File: config.mk
export PLATFORM = sky130hd
export DESIGN_NAME = rsc_reset_source_control
export DESIGN_NICKNAME = d
export VERILOG_FILES = /design/src/logic/rsc_pkg.sv /design/src/logic/rsc_delay_counter.sv /design/src/logic/rsc_reset_source_control.sv
export SDC_FILE = /design/constraint.sdc
export NUM_CORES = 1
export LEC_CHECK = 0
export ABC_AREA = 1
export BUFFER_PORTS_ARGS = -buffer_cell sky130_fd_sc_hd__buf_2
export CAP_MARGIN = 20
export CORE_UTILIZATION = 30
export DETAILED_ROUTE_END_ITERATION = 6
export PLACE_DENSITY = 0.45
export SLEW_MARGIN = 20
export SYNTH_ARGS = -nofsm -noshare
export SYNTH_HDL_FRONTEND = slang
export SYNTH_HIERARCHICAL = 1
export SYNTH_SLANG_ARGS = --single-unit
File: constraint.sdc
create_clock -name core_clk -period 6.6 [get_ports core_clk]
set_input_delay 0.33 -clock core_clk [delete_from_list [all_inputs] [get_ports core_clk]]
set_output_delay 0.33 -clock core_clk [all_outputs]
set_load 0.02 [all_outputs]
File: src/logic/rsc_pkg.sv
// Constants, register map and encodings shared by the reset source control files.
// Assumes a 100 MHz core clock and a 32-bit APB register bus.
package rsc_pkg;

    localparam int CLK_PERIOD_NS = 10;

    // Minimum low-supply time, software-reset delay and reset pulse width, in ns
    localparam int MIN_LOW_SUPPLY_TIME_NS = 1000;
    localparam int SOFT_RESET_DELAY_NS    = 2000;
    localparam int RESET_PULSE_NS         = 40;

    // Least times round up to whole cycles, with no floor of one
    localparam int MIN_LOW_SUPPLY_CYC = (MIN_LOW_SUPPLY_TIME_NS + CLK_PERIOD_NS - 1) / CLK_PERIOD_NS;
    localparam int SOFT_RESET_DLY_CYC = (SOFT_RESET_DELAY_NS + CLK_PERIOD_NS - 1) / CLK_PERIOD_NS;
    localparam int RESET_PULSE_CYC    = (RESET_PULSE_NS + CLK_PERIOD_NS - 1) / CLK_PERIOD_NS;

    localparam int CNT_W = 12;

    // Register byte offsets
    localparam logic [11:0] OFS_LEVEL_SELECT = 12'h000;
    localparam logic [11:0] OFS_CAUSE_FLAGS  = 12'h004;
    localparam logic [11:0] OFS_FLASH_CTRL1  = 12'h008;
    localparam logic [11:0] OFS_WAKE_STATUS  = 12'h00C;
    localparam logic [11:0] OFS_IRQ_STATUS   = 12'h010;
    localparam logic [11:0] OFS_IRQ_MASK     = 12'h014;

    // Level select codes
    localparam logic [7:0] LVL_1V70    = 8'h66;
    localparam logic [7:0] LVL_1V90    = 8'h55;
    localparam logic [7:0] LVL_2V55    = 8'h33;
    localparam logic [7:0] LVL_3V15    = 8'h99;
    localparam logic [7:0] LVL_3V80    = 8'hAA;
    localparam logic [7:0] LVL_DISABLE = 8'hF0;
    localparam logic [7:0] LEVEL_RESET = LVL_1V70;

    localparam logic [7:0] FLASH_RESET_KEY = 8'h55;

    // Reset cause flag bits
    localparam int CF_WDT_CTRL   = 0;
    localparam int CF_LEVEL_FLT  = 1;
    localparam int CF_SUPPLY_DRP = 2;
    localparam int CF_RST_CTRL   = 3;
    localparam int CF_W          = 4;

    // Wake status bits
    localparam int WS_EXPIRED = 0;
    localparam int WS_PWRDOWN = 1;

    // Interrupt event bits
    localparam int EV_SUPPLY_DROP = 0;
    localparam int EV_LEVEL_FAULT = 1;
    localparam int EV_FLASH_RESET = 2;
    localparam int EV_WDT_RUN     = 3;
    localparam int EV_WDT_SLEEP   = 4;
    localparam int EV_W           = 5;

    // Threshold selects driven to the comparator
    typedef enum logic [2:0] {
        RSC_THR_1V70 = 3'b000,
        RSC_THR_1V90 = 3'b001,
        RSC_THR_2V55 = 3'b010,
        RSC_THR_3V15 = 3'b011,
        RSC_THR_3V80 = 3'b100
    } rsc_thr_t;

endpackage : rsc_pkg

File: src/logic/rsc_delay_counter.sv
// Saturating cycle counter that reports when a run condition has lasted a given count.
// Assumes run and clear are synchronous to core_clk.
`timescale 1ns/10ps
module rsc_delay_counter
    import rsc_pkg::*;
(
    input  wire logic             core_clk,
    input  wire logic             resetn,
    input  wire logic             run,
    input  wire logic             clear,
    input  wire logic [CNT_W-1:0] limit,
    output logic                  expired
);

    logic [CNT_W-1:0] count;

    // Counts while run holds; restarts when run drops or on clear
    always_ff @(posedge core_clk or negedge resetn) begin
        if (!resetn) begin
            count <= '0;
        end else if (clear || !run) begin
            count <= '0;
        end else if (count != limit) begin
            count <= count + 1'b1;
        end
    end

    assign expired = run && !clear && (count == limit);

endmodule // rsc_delay_counter

File: src/logic/rsc_reset_source_control.sv
// Reset source control: level select, cause flags, flash-key reset and watchdog resets.
// Assumes comparator, watchdog and sleep inputs synchronous to core_clk; resetn is power-on.
`timescale 1ns/10ps
// What this block does
// RULE_01: Codes 66h,55h,33h,99h,AAh select 1.7,1.9,2.55,3.15,3.8 volt thresholds.
// RULE_02: Code F0h disables the supply drop reset and is not a fault.
// RULE_03: Any other code causes full reset after the software-reset delay.
// RULE_04: Reset by an invalid code restores the level select register to 66h.
// RULE_05: Supply low must persist beyond the minimum time before reset fires.
// RULE_06: A genuine supply drop reset leaves the level select register unchanged.
// RULE_07: Cause flag bit 2 set on supply drop reset, cleared only by software.
// RULE_08: Cause flag bit 1 set on invalid code reset, cleared only by software.
// RULE_09: Cause flag bits seven to four read as zero.
// RULE_10: Writing 55h into flash control one resets the whole device.
// RULE_11: Watchdog expiry while running acts as supply drop reset and sets expired flag.
// RULE_12: Watchdog expiry asleep clears only PC and SP, sets expired and powerdown flags.
// RULE_13: Power-on clears expired and powerdown flags; pin or supply resets leave them.
// RULE_14: Power-on zeroes PC, disables interrupts, stops timers, inputs ports, SP top.
// RULE_15: Power-on clears watchdog and time base counters, then watchdog counts again.
// RULE_16: Supply drop reset is suspended during sleep or idle mode.
// RULE_17: Minimum low time and software-reset delay are parameterised cycle counters.
module rsc_reset_source_control
    import rsc_pkg::*;
(
    input  wire logic        core_clk,
    input  wire logic        resetn,
    input  wire logic        psel,
    input  wire logic        penable,
    input  wire logic        pwrite,
    input  wire logic [11:0] paddr,
    input  wire logic [31:0] pwdata,
    output logic      [31:0] prdata,
    output logic             pready,
    output logic             pslverr,
    input  wire logic        supply_low,
    input  wire logic        sleep_mode,
    input  wire logic        wdt_timeout,
    output rsc_thr_t         threshold_sel,
    output logic             supply_monitor_en,
    output logic             system_reset,
    output logic             pc_sp_clear,
    output logic             core_defaults_load,
    output logic             wdt_tb_clear,
    output logic             irq
);

    logic [7:0]       low_voltage_level_select;
    logic [CF_W-1:0]  reset_cause_flags;
    logic             watchdog_expired_flag;
    logic             powerdown_flag;
    logic [EV_W-1:0]  irq_status;
    logic [EV_W-1:0]  irq_mask;
    logic [CNT_W-1:0] pulse_count;
    logic             por_active;
    logic             code_valid;
    logic             code_fault;
    logic             monitor_on;
    logic             low_expired;
    logic             fault_expired;
    logic             wr_en;
    logic             rd_en;
    logic             setup_rd;
    logic             addr_hit;
    logic             flash_key_hit;
    logic             wdt_run_hit;
    logic             wdt_sleep_hit;
    logic             fire_reset;
    logic [EV_W-1:0]  events;
    logic [31:0]      next_rdata;

    // Level select decode
    function automatic logic is_threshold(input logic [7:0] code);
        is_threshold = (code == LVL_1V70) || (code == LVL_1V90) || (code == LVL_2V55) ||
                       (code == LVL_3V15) || (code == LVL_3V80);
    endfunction

    function automatic logic is_mapped(input logic [11:0] addr);
        is_mapped = (addr == OFS_LEVEL_SELECT) || (addr == OFS_CAUSE_FLAGS) ||
                    (addr == OFS_FLASH_CTRL1) || (addr == OFS_WAKE_STATUS) ||
                    (addr == OFS_IRQ_STATUS) || (addr == OFS_IRQ_MASK);
    endfunction

    assign code_valid = is_threshold(low_voltage_level_select);
    assign code_fault = !code_valid && (low_voltage_level_select != LVL_DISABLE); // RULE_02
    assign monitor_on = code_valid && !sleep_mode;                                // RULE_16

    // APB slave, zero wait states
    assign pready   = 1'b1;
    assign addr_hit = is_mapped(paddr);
    assign pslverr  = psel && penable && !addr_hit;
    assign wr_en    = psel && penable && pwrite && addr_hit;
    assign rd_en    = psel && penable && !pwrite && addr_hit;
    assign setup_rd = psel && !penable && !pwrite;

    assign flash_key_hit = wr_en && (paddr == OFS_FLASH_CTRL1) && (pwdata[7:0] == FLASH_RESET_KEY); // RULE_10
    assign wdt_run_hit   = wdt_timeout && !sleep_mode;
    assign wdt_sleep_hit = wdt_timeout && sleep_mode;

    // Persistence and delay timers
    rsc_delay_counter u_low_timer (
        .core_clk (core_clk),
        .resetn   (resetn),
        .run      (monitor_on && supply_low),
        .clear    (system_reset),
        .limit    (CNT_W'(MIN_LOW_SUPPLY_CYC)),
        .expired  (low_expired)
    ); // RULE_05 RULE_17

    rsc_delay_counter u_fault_timer (
        .core_clk (core_clk),
        .resetn   (resetn),
        .run      (code_fault),
        .clear    (system_reset),
        .limit    (CNT_W'(SOFT_RESET_DLY_CYC)),
        .expired  (fault_expired)
    ); // RULE_03 RULE_17

    assign fire_reset = !system_reset && (low_expired || fault_expired || flash_key_hit || wdt_run_hit);

    // Full reset pulse generator
    always_ff @(posedge core_clk or negedge resetn) begin
        if (!resetn) begin
            pulse_count  <= '0;
            system_reset <= 1'b0;
        end else if (fire_reset) begin
            pulse_count  <= CNT_W'(RESET_PULSE_CYC - 1);
            system_reset <= 1'b1; // RULE_03 RULE_10 RULE_11
        end else if (pulse_count != '0) begin
            pulse_count <= pulse_count - 1'b1;
        end else begin
            system_reset <= 1'b0;
        end
    end

    // Power-on defaults, held through reset and one edge beyond
    always_ff @(posedge core_clk or negedge resetn) begin
        if (!resetn) begin
            por_active <= 1'b1;
        end else begin
            por_active <= 1'b0;
        end
    end

    assign core_defaults_load = por_active;                  // RULE_14
    assign wdt_tb_clear       = por_active || system_reset;  // RULE_15

    // Warm clear of PC and SP on watchdog expiry while asleep
    always_ff @(posedge core_clk or negedge resetn) begin
        if (!resetn) begin
            pc_sp_clear <= 1'b0;
        end else begin
            pc_sp_clear <= wdt_sleep_hit; // RULE_12
        end
    end

    // Level select register
    always_ff @(posedge core_clk or negedge resetn) begin
        if (!resetn) begin
            low_voltage_level_select <= LEVEL_RESET;
        end else if (fire_reset && fault_expired) begin
            low_voltage_level_select <= LEVEL_RESET; // RULE_04
        end else if (wr_en && paddr == OFS_LEVEL_SELECT && !fire_reset) begin
            low_voltage_level_select <= pwdata[7:0]; // RULE_06
        end
    end

    // Threshold select and monitor enable to the comparator
    always_ff @(posedge core_clk or negedge resetn) begin
        if (!resetn) begin
            threshold_sel     <= RSC_THR_1V70;
            supply_monitor_en <= 1'b0;
        end else begin
            supply_monitor_en <= monitor_on;
            unique case (low_voltage_level_select)
                LVL_1V90: threshold_sel <= RSC_THR_1V90; // RULE_01
                LVL_2V55: threshold_sel <= RSC_THR_2V55;
                LVL_3V15: threshold_sel <= RSC_THR_3V15;
                LVL_3V80: threshold_sel <= RSC_THR_3V80;
                default:  threshold_sel <= RSC_THR_1V70;
            endcase
        end
    end

    // Reset cause flags; hardware set wins over software write
    always_ff @(posedge core_clk or negedge resetn) begin
        if (!resetn) begin
            reset_cause_flags <= '0;
        end else begin
            reset_cause_flags <= ((wr_en && paddr == OFS_CAUSE_FLAGS) ? pwdata[CF_W-1:0] : reset_cause_flags)
                               | (CF_W'(fire_reset && (low_expired || wdt_run_hit)) << CF_SUPPLY_DRP) // RULE_07
                               | (CF_W'(fire_reset && fault_expired) << CF_LEVEL_FLT);               // RULE_08
        end
    end

    // Watchdog expired and powerdown flags
    always_ff @(posedge core_clk or negedge resetn) begin
        if (!resetn) begin
            watchdog_expired_flag <= 1'b0; // RULE_13
            powerdown_flag        <= 1'b0;
        end else begin
            watchdog_expired_flag <= ((wr_en && paddr == OFS_WAKE_STATUS) ? pwdata[WS_EXPIRED] : watchdog_expired_flag)
                                   | wdt_timeout; // RULE_11 RULE_12
            powerdown_flag        <= ((wr_en && paddr == OFS_WAKE_STATUS) ? pwdata[WS_PWRDOWN] : powerdown_flag)
                                   | wdt_sleep_hit; // RULE_12
        end
    end

    // Interrupt status, cleared by read, set wins
    assign events = {wdt_sleep_hit, wdt_run_hit, flash_key_hit, fire_reset && fault_expired,
                     fire_reset && low_expired};

    always_ff @(posedge core_clk or negedge resetn) begin
        if (!resetn) begin
            irq_status <= '0;
        end else begin
            irq_status <= ((rd_en && paddr == OFS_IRQ_STATUS) ? '0 : irq_status) | events;
        end
    end

    always_ff @(posedge core_clk or negedge resetn) begin
        if (!resetn) begin
            irq_mask <= '0;
        end else if (wr_en && paddr == OFS_IRQ_MASK) begin
            irq_mask <= pwdata[EV_W-1:0];
        end
    end

    assign irq = |(irq_status & irq_mask);

    // Read data captured in the setup cycle
    always_comb begin
        next_rdata = '0;
        unique case (paddr)
            OFS_LEVEL_SELECT: next_rdata[7:0] = low_voltage_level_select;
            OFS_CAUSE_FLAGS:  next_rdata[CF_W-1:0] = reset_cause_flags; // RULE_09
            OFS_WAKE_STATUS:  next_rdata[1:0] = {powerdown_flag, watchdog_expired_flag};
            OFS_IRQ_STATUS:   next_rdata[EV_W-1:0] = irq_status;
            OFS_IRQ_MASK:     next_rdata[EV_W-1:0] = irq_mask;
            default:          next_rdata = '0;
        endcase
    end

    always_ff @(posedge core_clk or negedge resetn) begin
        if (!resetn) begin
            prdata <= '0;
        end else if (setup_rd) begin
            prdata <= next_rdata;
        end
    end
endmodule // rsc_reset_source_control

After elaboration in Yosys (flattened, before gate mapping)
Index checks and enable logic that the tools add are counted.
- bitwise logic cells: 6
- reduce and logical (&&, ||, !) cells: 61
- add/sub/neg operators: 3
- equality and inequality tests: 17
- multiplexer cells: 19
- operators with widths (cell ; count):
    $mux 12 ; 6
    $logic_and 1x1->1 ; 29
    $add 12x1->12 const B ; 2
    $eq 12x4->1 const B ; 2
    $eq 12x5->1 const B ; 2
    $eq 8x7->1 const B ; 3
    $eq 8x8->1 const B ; 2
    $logic_or 1x1->1 ; 16
    $mux 8 ; 2
    $eq 12x3->1 const B ; 1
    $eq 12x7->1 const B ; 1
    $eq 12x8->1 const B ; 1
    $logic_not 12->1 ; 1
    $ne 12x7->1 const B ; 1
    $ne 12x8->1 const B ; 1
    $pmux 3 s4 ; 1
    $reduce_bool 12->1 ; 1
    $sub 12x1->12 const B ; 1
    $pmux 2 s5 ; 1
    $logic_not 1->1 ; 9
    $eq 8x6->1 const B ; 1
    $ne 8x8->1 const B ; 1
    $pmux 2 s4 ; 1
    $reduce_bool 2->1 ; 4
    other kinds (12) ; 16
- logic and storage cells: 121
- register bits after elaboration: 75
- bits of input ports: 52
- output and inout bits: 43

Logic depth before layout (Yosys ltp)
Gate-level depths: netlist of the first run.
- depth after elaboration: 17
- mapped depth: 23
- gate-level depth less buffers: 23

Cells and area by module
The synthesis of the first run kept the hierarchy.
- modules (own cells, without submodules) (module ; area each (µm²) ; sequential area each (µm²) ; times used ; cells an instance):
    rsc_reset_source_control ; 2894.0 ; 1282.5 ; 1 ; 383
    rsc_delay_counter ; 1128.6 ; 300.3 ; 2 ; 191

Least setup slack after synthesis of the first run
OpenSTA, ideal clock, no wires.
- kind: register to register
- from: register low_voltage_level_select[1]
- to: register low_voltage_level_select[0]
- cell stages (with the launch flop): 22
- path buffers: 1
- path slack: 4.109 ns
- data arrival time: 2.373 ns
- library setup time: 0.117 ns
- period minus slack after synthesis: 2.491 ns
- path through: dfstp_2 -> inv_1 -> nor4_1 -> o21ai_0 -> nand2_1 -> nand2_1 -> nor2_1 -> inv_1 -> nor2_2 -> nand2_1 -> nor2_1 -> nand2_1 -> nor2_2 -> and2_1 -> inv_1 -> nand2_1 -> nor2_1 -> nand2_4 -> nand3_2 -> buf_4 -> nand3_1 -> nand2_1
- cells in the longest elaborated chain, start to end: 16
- elaborated cells between the ends (all ways): 27
- those cells by class: eq/ne: 6; mux: 1; reduce/logical: 20
- RTL lines (item ; RTL line ; text):
    start: declaration ; rsc_reset_source_control.sv:47 ; logic [7:0] low_voltage_level_select;
    start signal: assignment ; rsc_reset_source_control.sv:163 ; low_voltage_level_select <= pwdata[7:0];
    $eq 8x7->1 ; rsc_reset_source_control.sv:73 ; is_threshold = (code == LVL_1V70) || (code == LVL_1V90) || (code == LVL_2V55) ||
    $logic_or 1x1->1 (3 in series) ; rsc_reset_source_control.sv:73 ;
    $logic_or 1x1->1 * ; rsc_reset_source_control.sv:74 ; (code == LVL_3V15) || (code == LVL_3V80);
    $logic_and 1x1->1 * ; rsc_reset_source_control.sv:85 ; assign monitor_on = code_valid && !sleep_mode;
    $logic_and 1x1->1 * ; rsc_reset_source_control.sv:103 ; .run (monitor_on && supply_low),
    $logic_and 1x1->1 * (2 in series) ; rsc_delay_counter.sv:28 ; assign expired = run && !clear && (count == limit);
    net low_expired ; rsc_reset_source_control.sv:58 ; logic low_expired;
    $logic_or 1x1->1 * (3 in series) ; rsc_reset_source_control.sv:118 ; assign fire_reset = !system_reset && (low_expired || fault_expired || flash_key_hit || wdt_run_hit);
    $logic_and 1x1->1 * ; rsc_reset_source_control.sv:118 ;
    $logic_not 1->1 ; rsc_reset_source_control.sv:162 ; end else if (wr_en && paddr == OFS_LEVEL_SELECT && !fire_reset) begin
    $logic_and 1x1->1 ; rsc_reset_source_control.sv:162 ;
    $reduce_bool 2->1 (no source line) ; n/a ;
The timed path passes the listed nets; every way through them passes the cells marked *.
A chain may end at the register's enable or synchronous reset.

Final worst setup path of the first run
- from: register low_voltage_level_select[1]
- to: register low_voltage_level_select[2]
Same word-level chain as after synthesis.

==> summary.txt, run 1 <==
Synthesis
  – Seq cells post-synth: 75
  – Post-synth top cells: 257 x nand2_1, 102 x inv_1, 78 x nand3_1
  – Synth Warn #: 6
  – Area share of the largest cell type after synthesis: 0.340
  – Top FF cell, synth: dfrtp_1
  – Syn Std Cell Area: 5150 um2
  – Post-synth top area cell: dfrtp_1
  – Synth cell types: 34
  – Post-synthesis sequential area ratio: 0.366
  – Share of flip-flops with an asynchronous set or reset: 1.00
  – Count leader, synth: nand2_1
  – Synth top area cells: dfrtp_1 34%, nand2_1 19%, nand3_1 7.6%
  – EDFF count, synth: 0
  – Syn_area_per_cell: 6.73 um2
  – Syn Inst Count: 765

Clock tree
  – CTS Sinks: 75
  – Root Buffer: clkbuf_16
  – TritonCTS buffer count: 9
  – # H-tree levels: 3
  – Post-CTS setup buffer count: 0
  – Worst-path clk slew: 0.06 ns
  – Clk Latency, worst-skew pair: 0.34 ns
  – Clock Tree Buf Depth: 2
  – Hold buffer count at CTS: 0
  – CTS tree: yes
  – Post_cts resized: 0

Status
  – Status: finished clean

Power
  – Sw frac: 0.253
  – Worst VDD drop: ~0.1 mV
  – Power Dens Cells: 170 nW/um2
  – Flop pwr share: 0.462
  – Clock share of power: 0.459
  – Combinational share of power: 0.079
  – Pleak: 0.00314 uW
  – Internal power: between 700 and 800 uW
  – NetSw: 254 uW

Global route
  – Total track usage: 0.155
  – Initial antenna violation count: 0
  – Grt ovf: 0
  – Vias in the first global route: about 4300
  – First-pass GRT wire length: 21.6 mm
  – Largest net degree at the start of global routing: 76

Critical path
  – Startpoint types: register
  – CP required: 6.88 ns
  – CP max stage cell: dfstp_2
  – Largest delay contributor family on the critical path: simple AND/OR/NAND/NOR gates
  – Setup crit end kind: register
  – Crit Path Class: reg -> reg
  – CP arrival: between 4 and 5 ns
  – Max FO, Critical Path: 14
  – Most used cell, CP: nand2_1
  – Worst-path cell chain: inv_1 -> nor4_1 -> o21ai_0 -> nand2_1 -> nand2_1 -> nor2_1 -> inv_1 -> nor2_2 -> nand2_1 -> nor2_1 -> nand2_1 -> nor2_2 -> and2_1 -> inv_1 -> nand2_1 -> nor2_1 -> nand2_4 -> nand3_2 -> nand2_2 -> nand2_1 -> nand2_1
  – CP max stage delay: 0.56 ns
  – Buf/Inv on CP: 3

Place
  – Final weighted congestion in routability-driven placement: 0.804
  – DP HPWL: approximately 9.4 mm
  – IO buf count: 45

STA
  – Period utilization: 0.585
  – Worst Skew: 0.00932 ns
  – TNS Setup: 0 ns
  – Worst slew pin tran: 0.708 ns
  – Relative slew margins: 0.528
  – Final setup viols: 0
  – Final Slew Violations: 0
  – Max Freq: 0.259 GHz
  – Hold Fails Final Rpt: 0
  – RSZ-0062 raised after global routing: false
  – Post-layout min period: 3.86 ns

Routing
  – Remaining antenna violation count: 0
  – DRT Pass-1 Iters: 4
  – Vias per cell: 4.18
  – DRC Markers: 0
  – Starting DRT DRC Count: 222
  – Vias: 4499
  – Drt wl/cell: between 10 and 15 um
  – Routed wire length: roughly 13 mm

Finish
  – Layout cell share with drive strength beyond 1: 0.135
  – Final Net Count: 907
  – Area grow syn2layout: 14.7%
  – Final Util: 0.354
  – # diodes: 0

Floorplanning
  – Initial core utilization: 0.308
  – Die H: 133 um
  – Core Box Area: 16700 um2
  – IO Count: 95
  – DIE WIDTH: between 100 and 150 um
  – Cell Rows: 47
  – Full die area: 17700 um2

Job
  – Max Cap Viol: 0

Min path
  – Worst Hold Class: in -> reg
[worst reg2reg max path, stage by stage (launching register included)]
cell and delay [ns]:
dfstp_2 0.56, inv_1 0.08, nor4_1 0.34, o21ai_0 0.13, nand2_1 0.13, nand2_1 0.10, nor2_1 0.09, inv_1 0.05
nor2_2 0.52, nand2_1 0.11, nor2_1 0.11, nand2_1 0.07, nor2_2 0.43, and2_1 0.20, inv_1 0.05, nand2_1 0.08
nor2_1 0.06, nand2_4 0.08, nand3_2 0.24, nand2_2 0.22, nand2_1 0.06, nand2_1 0.06
[metrics by stage]
step	setup WS (ns)	power (uW)	area (um2)	instances	hold WS [ns]
after floorplan	4.11	531	5410	835	0.0344
after global placement	2.70	549	5600	1059	0.464
after detailed placement	2.70	549	5600	1059	0.460
after CTS	2.68	1020	5870	1075	0.193
after global routing	2.29	1050	5910	1077	0.260
final	2.74	1010	5910	1077	0.240
[sequential cells by signal, summed over array words and instances (netlist names)]
register,flops
powerdown_flag,1
u_fault_timer/count,12
prdata,8
supply_monitor_en,1
watchdog_expired_flag,1
system_reset,1
irq_status,5
pulse_count,12
core_defaults_load,1
threshold_sel,3
u_low_timer/count,12
low_voltage_level_select,8
irq_mask,5
reset_cause_flags,4
pc_sp_clear,1
[routing by layer]
| layer | up-vias | wire [um] | GRT usage |
|---|---|---|---|
| li1 | 2446 | - | - |
| met5 | - | 0 | 0 |
| met4 | 0 | 142 | 0.0447 |
| met1 | 1968 | 6520 | 0.216 |
| met3 | 10 | 469 | 0.0276 |
| met2 | 75 | 5630 | 0.243 |
[path summary, 6_finish.rpt]
kind / endpoint / startpoint / depth (start not counted) / slack (ns)
worst max-delay path: low_voltage_level_select[2] / low_voltage_level_select[1] / 21 / 2.74
worst min-delay path: watchdog_expired_flag / wdt_timeout / 3 / 0.24
worst max register to register: low_voltage_level_select[2] / low_voltage_level_select[1] / 21 / 2.74
worst min register to register: prdata[3] / prdata[3] / 2 / 0.47
max in group asynchronous: low_voltage_level_select[2] / resetn / 3 / 5.53
min in group asynchronous: threshold_sel[2] / resetn / 2 / 0.43
[cell usage in the layout, fill, tap and decap left out, drive strengths merged, types with 3 or more instances in the layout]
cell type / synthesis / final
and2: 4 / 4
nand3: 85 / 85
dfstp: 5 / 5
nor3: 9 / 9
xor2: 18 / 18
clkbuf: 2 / 13
ha: 3 / 3
a21oi: 5 / 5
nand2: 270 / 270
buf: 39 / 46
nand4: 18 / 18
nor4: 6 / 6
o21ai: 17 / 17
conb: 2 / 72
dfrtp: 70 / 70
nor2: 86 / 86
inv: 114 / 114
o31ai: 3 / 3
[power by group through the flow]
stage | registers (uW) | clock network (uW) | logic, uW
after floorplan | 476 | 0 | 55.8
after global placement | 473 | 0 | 76.7
after detailed placement | 472 | 0 | 76.5
after CTS | 464 | 478 | 76.8
after global routing | 464 | 495 | 91.7
final | 464 | 462 | 79.3
[cell families (layout without fill, tap and decap cells)]
family	Yosys count	after routing	share of synthesized area
AND/OR/NAND/NOR	479	479	0.411
buffers and inverters	156	178	0.146
flip-flops	75	75	0.366
AO/OA/AOI/OAI	30	30	0.0345
XOR/XNOR	20	20	0.0340
adder cells (fa/ha/maj)	3	3	0.00729
other	2	72	0.00146
[cell type report]
type / instances / area (um2)
fillers: 1874 / 10800
flip-flops and latches: 75 / 1880
well taps: 220 / 275
inverters: 115 / 433
clock inverters: 3 / 23.8
multi-input cells: 604 / 2780
repair buffers: 47 / 265
clock buffers: 13 / 250
(Power assumes the default switching activity.)
==> run 2, diff against run 1 <==
- ABC_AREA: 1 -> 0
- PLACE_DENSITY: 0.45 -> 0.48
- clock period: 6.6 -> 3.3 ns (I/O delays scaled with it)
==> run 2 against run 1 <==
Sequential share of layout area increased by 3.0 points. Global-route usage decreased by 1.1 points. Register-to-register slack got worse by 2.5 ns. Highest routed layer unchanged. Largest power group unchanged.
==> summary.txt, run 2 <==
Finish
  – Final Net Count: 595 (-34%)
  – Most common cell after layout, fill and taps aside: dfrtp_1
  – Layout cell share with drive strength beyond 1: 0.231 (+0.0958)
  – Biggest regs: pulse_count (12), u_fault_timer/count (12), u_low_timer/count (12)
  – Fillcell total: 1485 (-21%)
  – Design area: 5400 um2 (-8.7%)
  – Area grow syn2layout: 17.1%
  – FF+latch area: 1880 um2 (unchanged)
  – Most frequent cells in the layout: 70 x dfrtp_1, 50 x conb_1, 44 x buf_2
  – Multi-input gate area: 2570 um2 (-7.4%)
  – # diodes: 0 (unchanged)
  – Count of non-filler cells in the finished layout: 729 (-32%)

Clock tree
  – Clk Latency, worst-skew pair: 0.34 ns (about the same)
  – TritonCTS buffer count: 9 (unchanged)
  – CTS tree: yes
  – Clock Tree Buf Depth: 2 (unchanged)
  – # H-tree levels: 3 (unchanged)
  – CTS Sinks: 75 (unchanged)
  – Worst-path clk slew: 0.06 ns (about the same)
  – Root Buffer: clkbuf_16

Place
  – Final weighted congestion in routability-driven placement: 0.822 (+2.2%)
  – Post-place instance area: 5010 um2 (-11%)
  – Post-Place Cells: 708 (-33%)
  – IO buf count: 45 (unchanged)
  – DP HPWL: 7.67 mm (-19%)

Synthesis
  – Synth cell types: 63 (+85%)
  – EDFF count, synth: 0 (unchanged)
  – Seq cells post-synth: 75 (unchanged)
  – Area share of the largest cell type after synthesis: 0.380 (+0.0402)
  – Post-synth top area cell: dfrtp_1
  – Top FF cell, synth: dfrtp_1
  – Syn_area_per_cell: 9.91 um2 (+47%)
  – Post-synth top cells: 70 x dfrtp_1, 35 x nand2_1, 32 x nor2_1
  – Count leader, synth: dfrtp_1
  – Syn Inst Count: 465 (-39%)
  – Syn Std Cell Area: 4610 um2 (-11%)
  – Post-synthesis sequential area ratio: 0.409 (+0.0432)
  – Synth top area cells: dfrtp_1 38%, buf_4 4.9%, xnor2_1 4.4%
  – Synth Warn #: 6 (unchanged)
  – Share of flip-flops with an asynchronous set or reset: 1.00 (unchanged)

STA
  – TNS Setup: 0 ns (unchanged)
  – Final setup viols: 0 (unchanged)
  – Worst slew pin tran: 0.779 ns (+0.0712 ns)
  – Hold Fails Final Rpt: 0 (unchanged)
  – Period utilization: 0.932 (+0.348)
  – Relative slew margins: 0.476 (-0.0518)
  – Max Freq: 0.325 GHz (+25%)
  – Worst Skew: 0.00732 ns (-0.00201 ns)
  – Post-layout min period: 3.08 ns (-0.781 ns)
  – Final Slew Violations: 0 (unchanged)
  – RSZ-0062 raised after global routing: true

Power
  – Internal power: 1830 uW (+140%)
  – Flop pwr share: 0.432 (-0.030)
  – Combinational share of power: 0.153 (+0.074)
  – NetSw: 728 uW (+190%)
  – Worst VDD drop: 0.301 mV (+200%)
  – Clock share of power: 0.415 (-0.044)
  – Sw frac: 0.285 (+0.0322)
  – Pleak: 0.00236 uW (-25%)
  – Power Dens Cells: 474 nW/um2 (+180%)

Global route
  – Grt ovf: 0 (unchanged)
  – First-pass GRT wire length: 17.9 mm (-17%)
  – Largest net degree at the start of global routing: 76 (unchanged)
  – Initial antenna violation count: 0 (unchanged)
  – Vias in the first global route: 3416 (-21%)
  – Total track usage: 0.144 (-0.0108)

Routing
  – Routed wire length: 10.7 mm (-16%)
  – Drt wl/cell: 14.7 um (+24%)
  – Starting DRT DRC Count: 267 (+20%)
  – Vias per cell: 5.05 (+21%)
  – Remaining antenna violation count: 0 (unchanged)
  – DRT Pass-1 Iters: 5 (+1)
  – DRC Markers: 0 (unchanged)
  – Vias: 3678 (-18%)

Floorplanning
  – Core Box Area: 14800 um2 (-12%)
  – DIE WIDTH: 126 um (-5.3%)
  – Full die area: 15900 um2 (-10%)
  – Initial core utilization: 0.312 (+0.00381)
  – Die H: 126 um (-5.3%)
  – Cell Rows: 44 (-6.4%)
  – IO Count: 95 (unchanged)

Critical path
  – Crit Path Class: reg -> reg
  – Max FO, Critical Path: 5 (-9)
  – Cells on worst reg2reg path: 10 (-52%)
  – CP required: 3.52 ns (-3.36 ns)
  – CP arrival: 3.30 ns (-0.83 ns)
  – Startpoint types: register
  – Setup crit end kind: register

Job
  – Max Cap Viol: 0 (unchanged)

Min path
  – Worst Hold Class: in -> reg
  – Hold depth: 2 (-1)

Status
  – Status: finished clean
run 2: cell types whose count changed in the layout (fill, tap and decap cells not counted), moves of 12 or more:
cell	previous run	this run
nor2_1	69	32
xnor2_1	2	23
nor2_2	15	0
nand3_1	78	21
xor2_1	18	1
buf_4	1	14
nand4_1	18	6
nand2_1	257	35
inv_2	12	0
o21ai_0	4	27
inv_1	102	5
conb_1	72	50
run 2: kinds of logic (layout without fill, tap and decap cells):
kind of cell | count (synthesis) | in the layout | share of synthesized area
flops | 75 | 75 | 0.409
fa+ha+maj | 3 | 3 | 0.00815
other cells | 2 | 50 | 0.00163
simple gates | 178 | 178 | 0.231
mux | 25 | 25 | 0.0617
buf+inv | 50 | 82 | 0.0739
xor+xnor | 26 | 26 | 0.0527
compound gates | 106 | 106 | 0.163
run 2: timing repair:
action / 4_1_cts / 5_1_grt
setup buffers: 0 / 3
hold endpoints to repair: 0 / 20
gates resized for setup: 0 / 2
hold buffers: 0 / 1
endpoints found under the setup margin: 0 / 17
run 2: layout make-up:
class                      count  share of cell area
multi-input combinational    388               0.477
sequential                    75               0.349
clock inverter                 7              0.0172
timing repair buffer          61              0.0693
inverter                       5             0.00348
clock buffer                   9              0.0417
tap                          184              0.0427
run 2: power groups by stage:
stage	clock (uW)	combinational [uW]	sequential, uW
after global placement	0	381	1110
after detailed placement	0	388	1120
after floorplan	0	320	1090
after CTS	1100	390	1100
after global routing	1130	437	1120
final	1060	392	1100
run 2: critical path: stages (launching register included):
cell and delay (ns):
dfstp_2 0.56, or4bb_1 0.52, a2bb2o_1 0.31, a21oi_1 0.20, and2_1 0.18, nor2b_1 0.17
nand2_1 0.11, nor4_4 0.20, o31a_1 0.33, nor2_8 0.09, mux2_4 0.30
run 2: worst paths after layout:
check | start | end | slack [ns]
max | low_voltage_level_select[5] | low_voltage_level_select[7] | 0.22
min | pwdata[7] | low_voltage_level_select[7] | 0.1
max reg2reg | low_voltage_level_select[5] | low_voltage_level_select[7] | 0.22
min reg2reg | prdata[3] | prdata[3] | 0.49
max in group asynchronous | resetn | core_defaults_load | 2.42
min in group asynchronous | resetn | u_fault_timer/count[5] | 0.26
run 2: metrics by stage:
stage / power [uW] / setup slack [ns] / hold slack, ns / util
2_1_floorplan: 1410 / 0.130 / -0.131 / -
3_3_place_gp: 1490 / 0.222 / 0.399 / 0.339
3_5_place_dp: 1510 / 0.167 / 0.404 / 0.339
4_1_cts: 2590 / 0.154 / 0.0363 / 0.361
5_1_grt: 2690 / -0.00230 / 0.0899 / 0.366
6_report: 2560 / 0.223 / 0.0971 / 0.366
run 2: layer usage:
metal / GRT usage / part of all wire / routed length, um
met1: 0.192 / 0.48 / 5110
met2: 0.228 / 0.47 / 5050
met3: 0.0331 / 0.038 / 408
met4: 0.0517 / 0.015 / 160
met5: 0 / 0 / 0
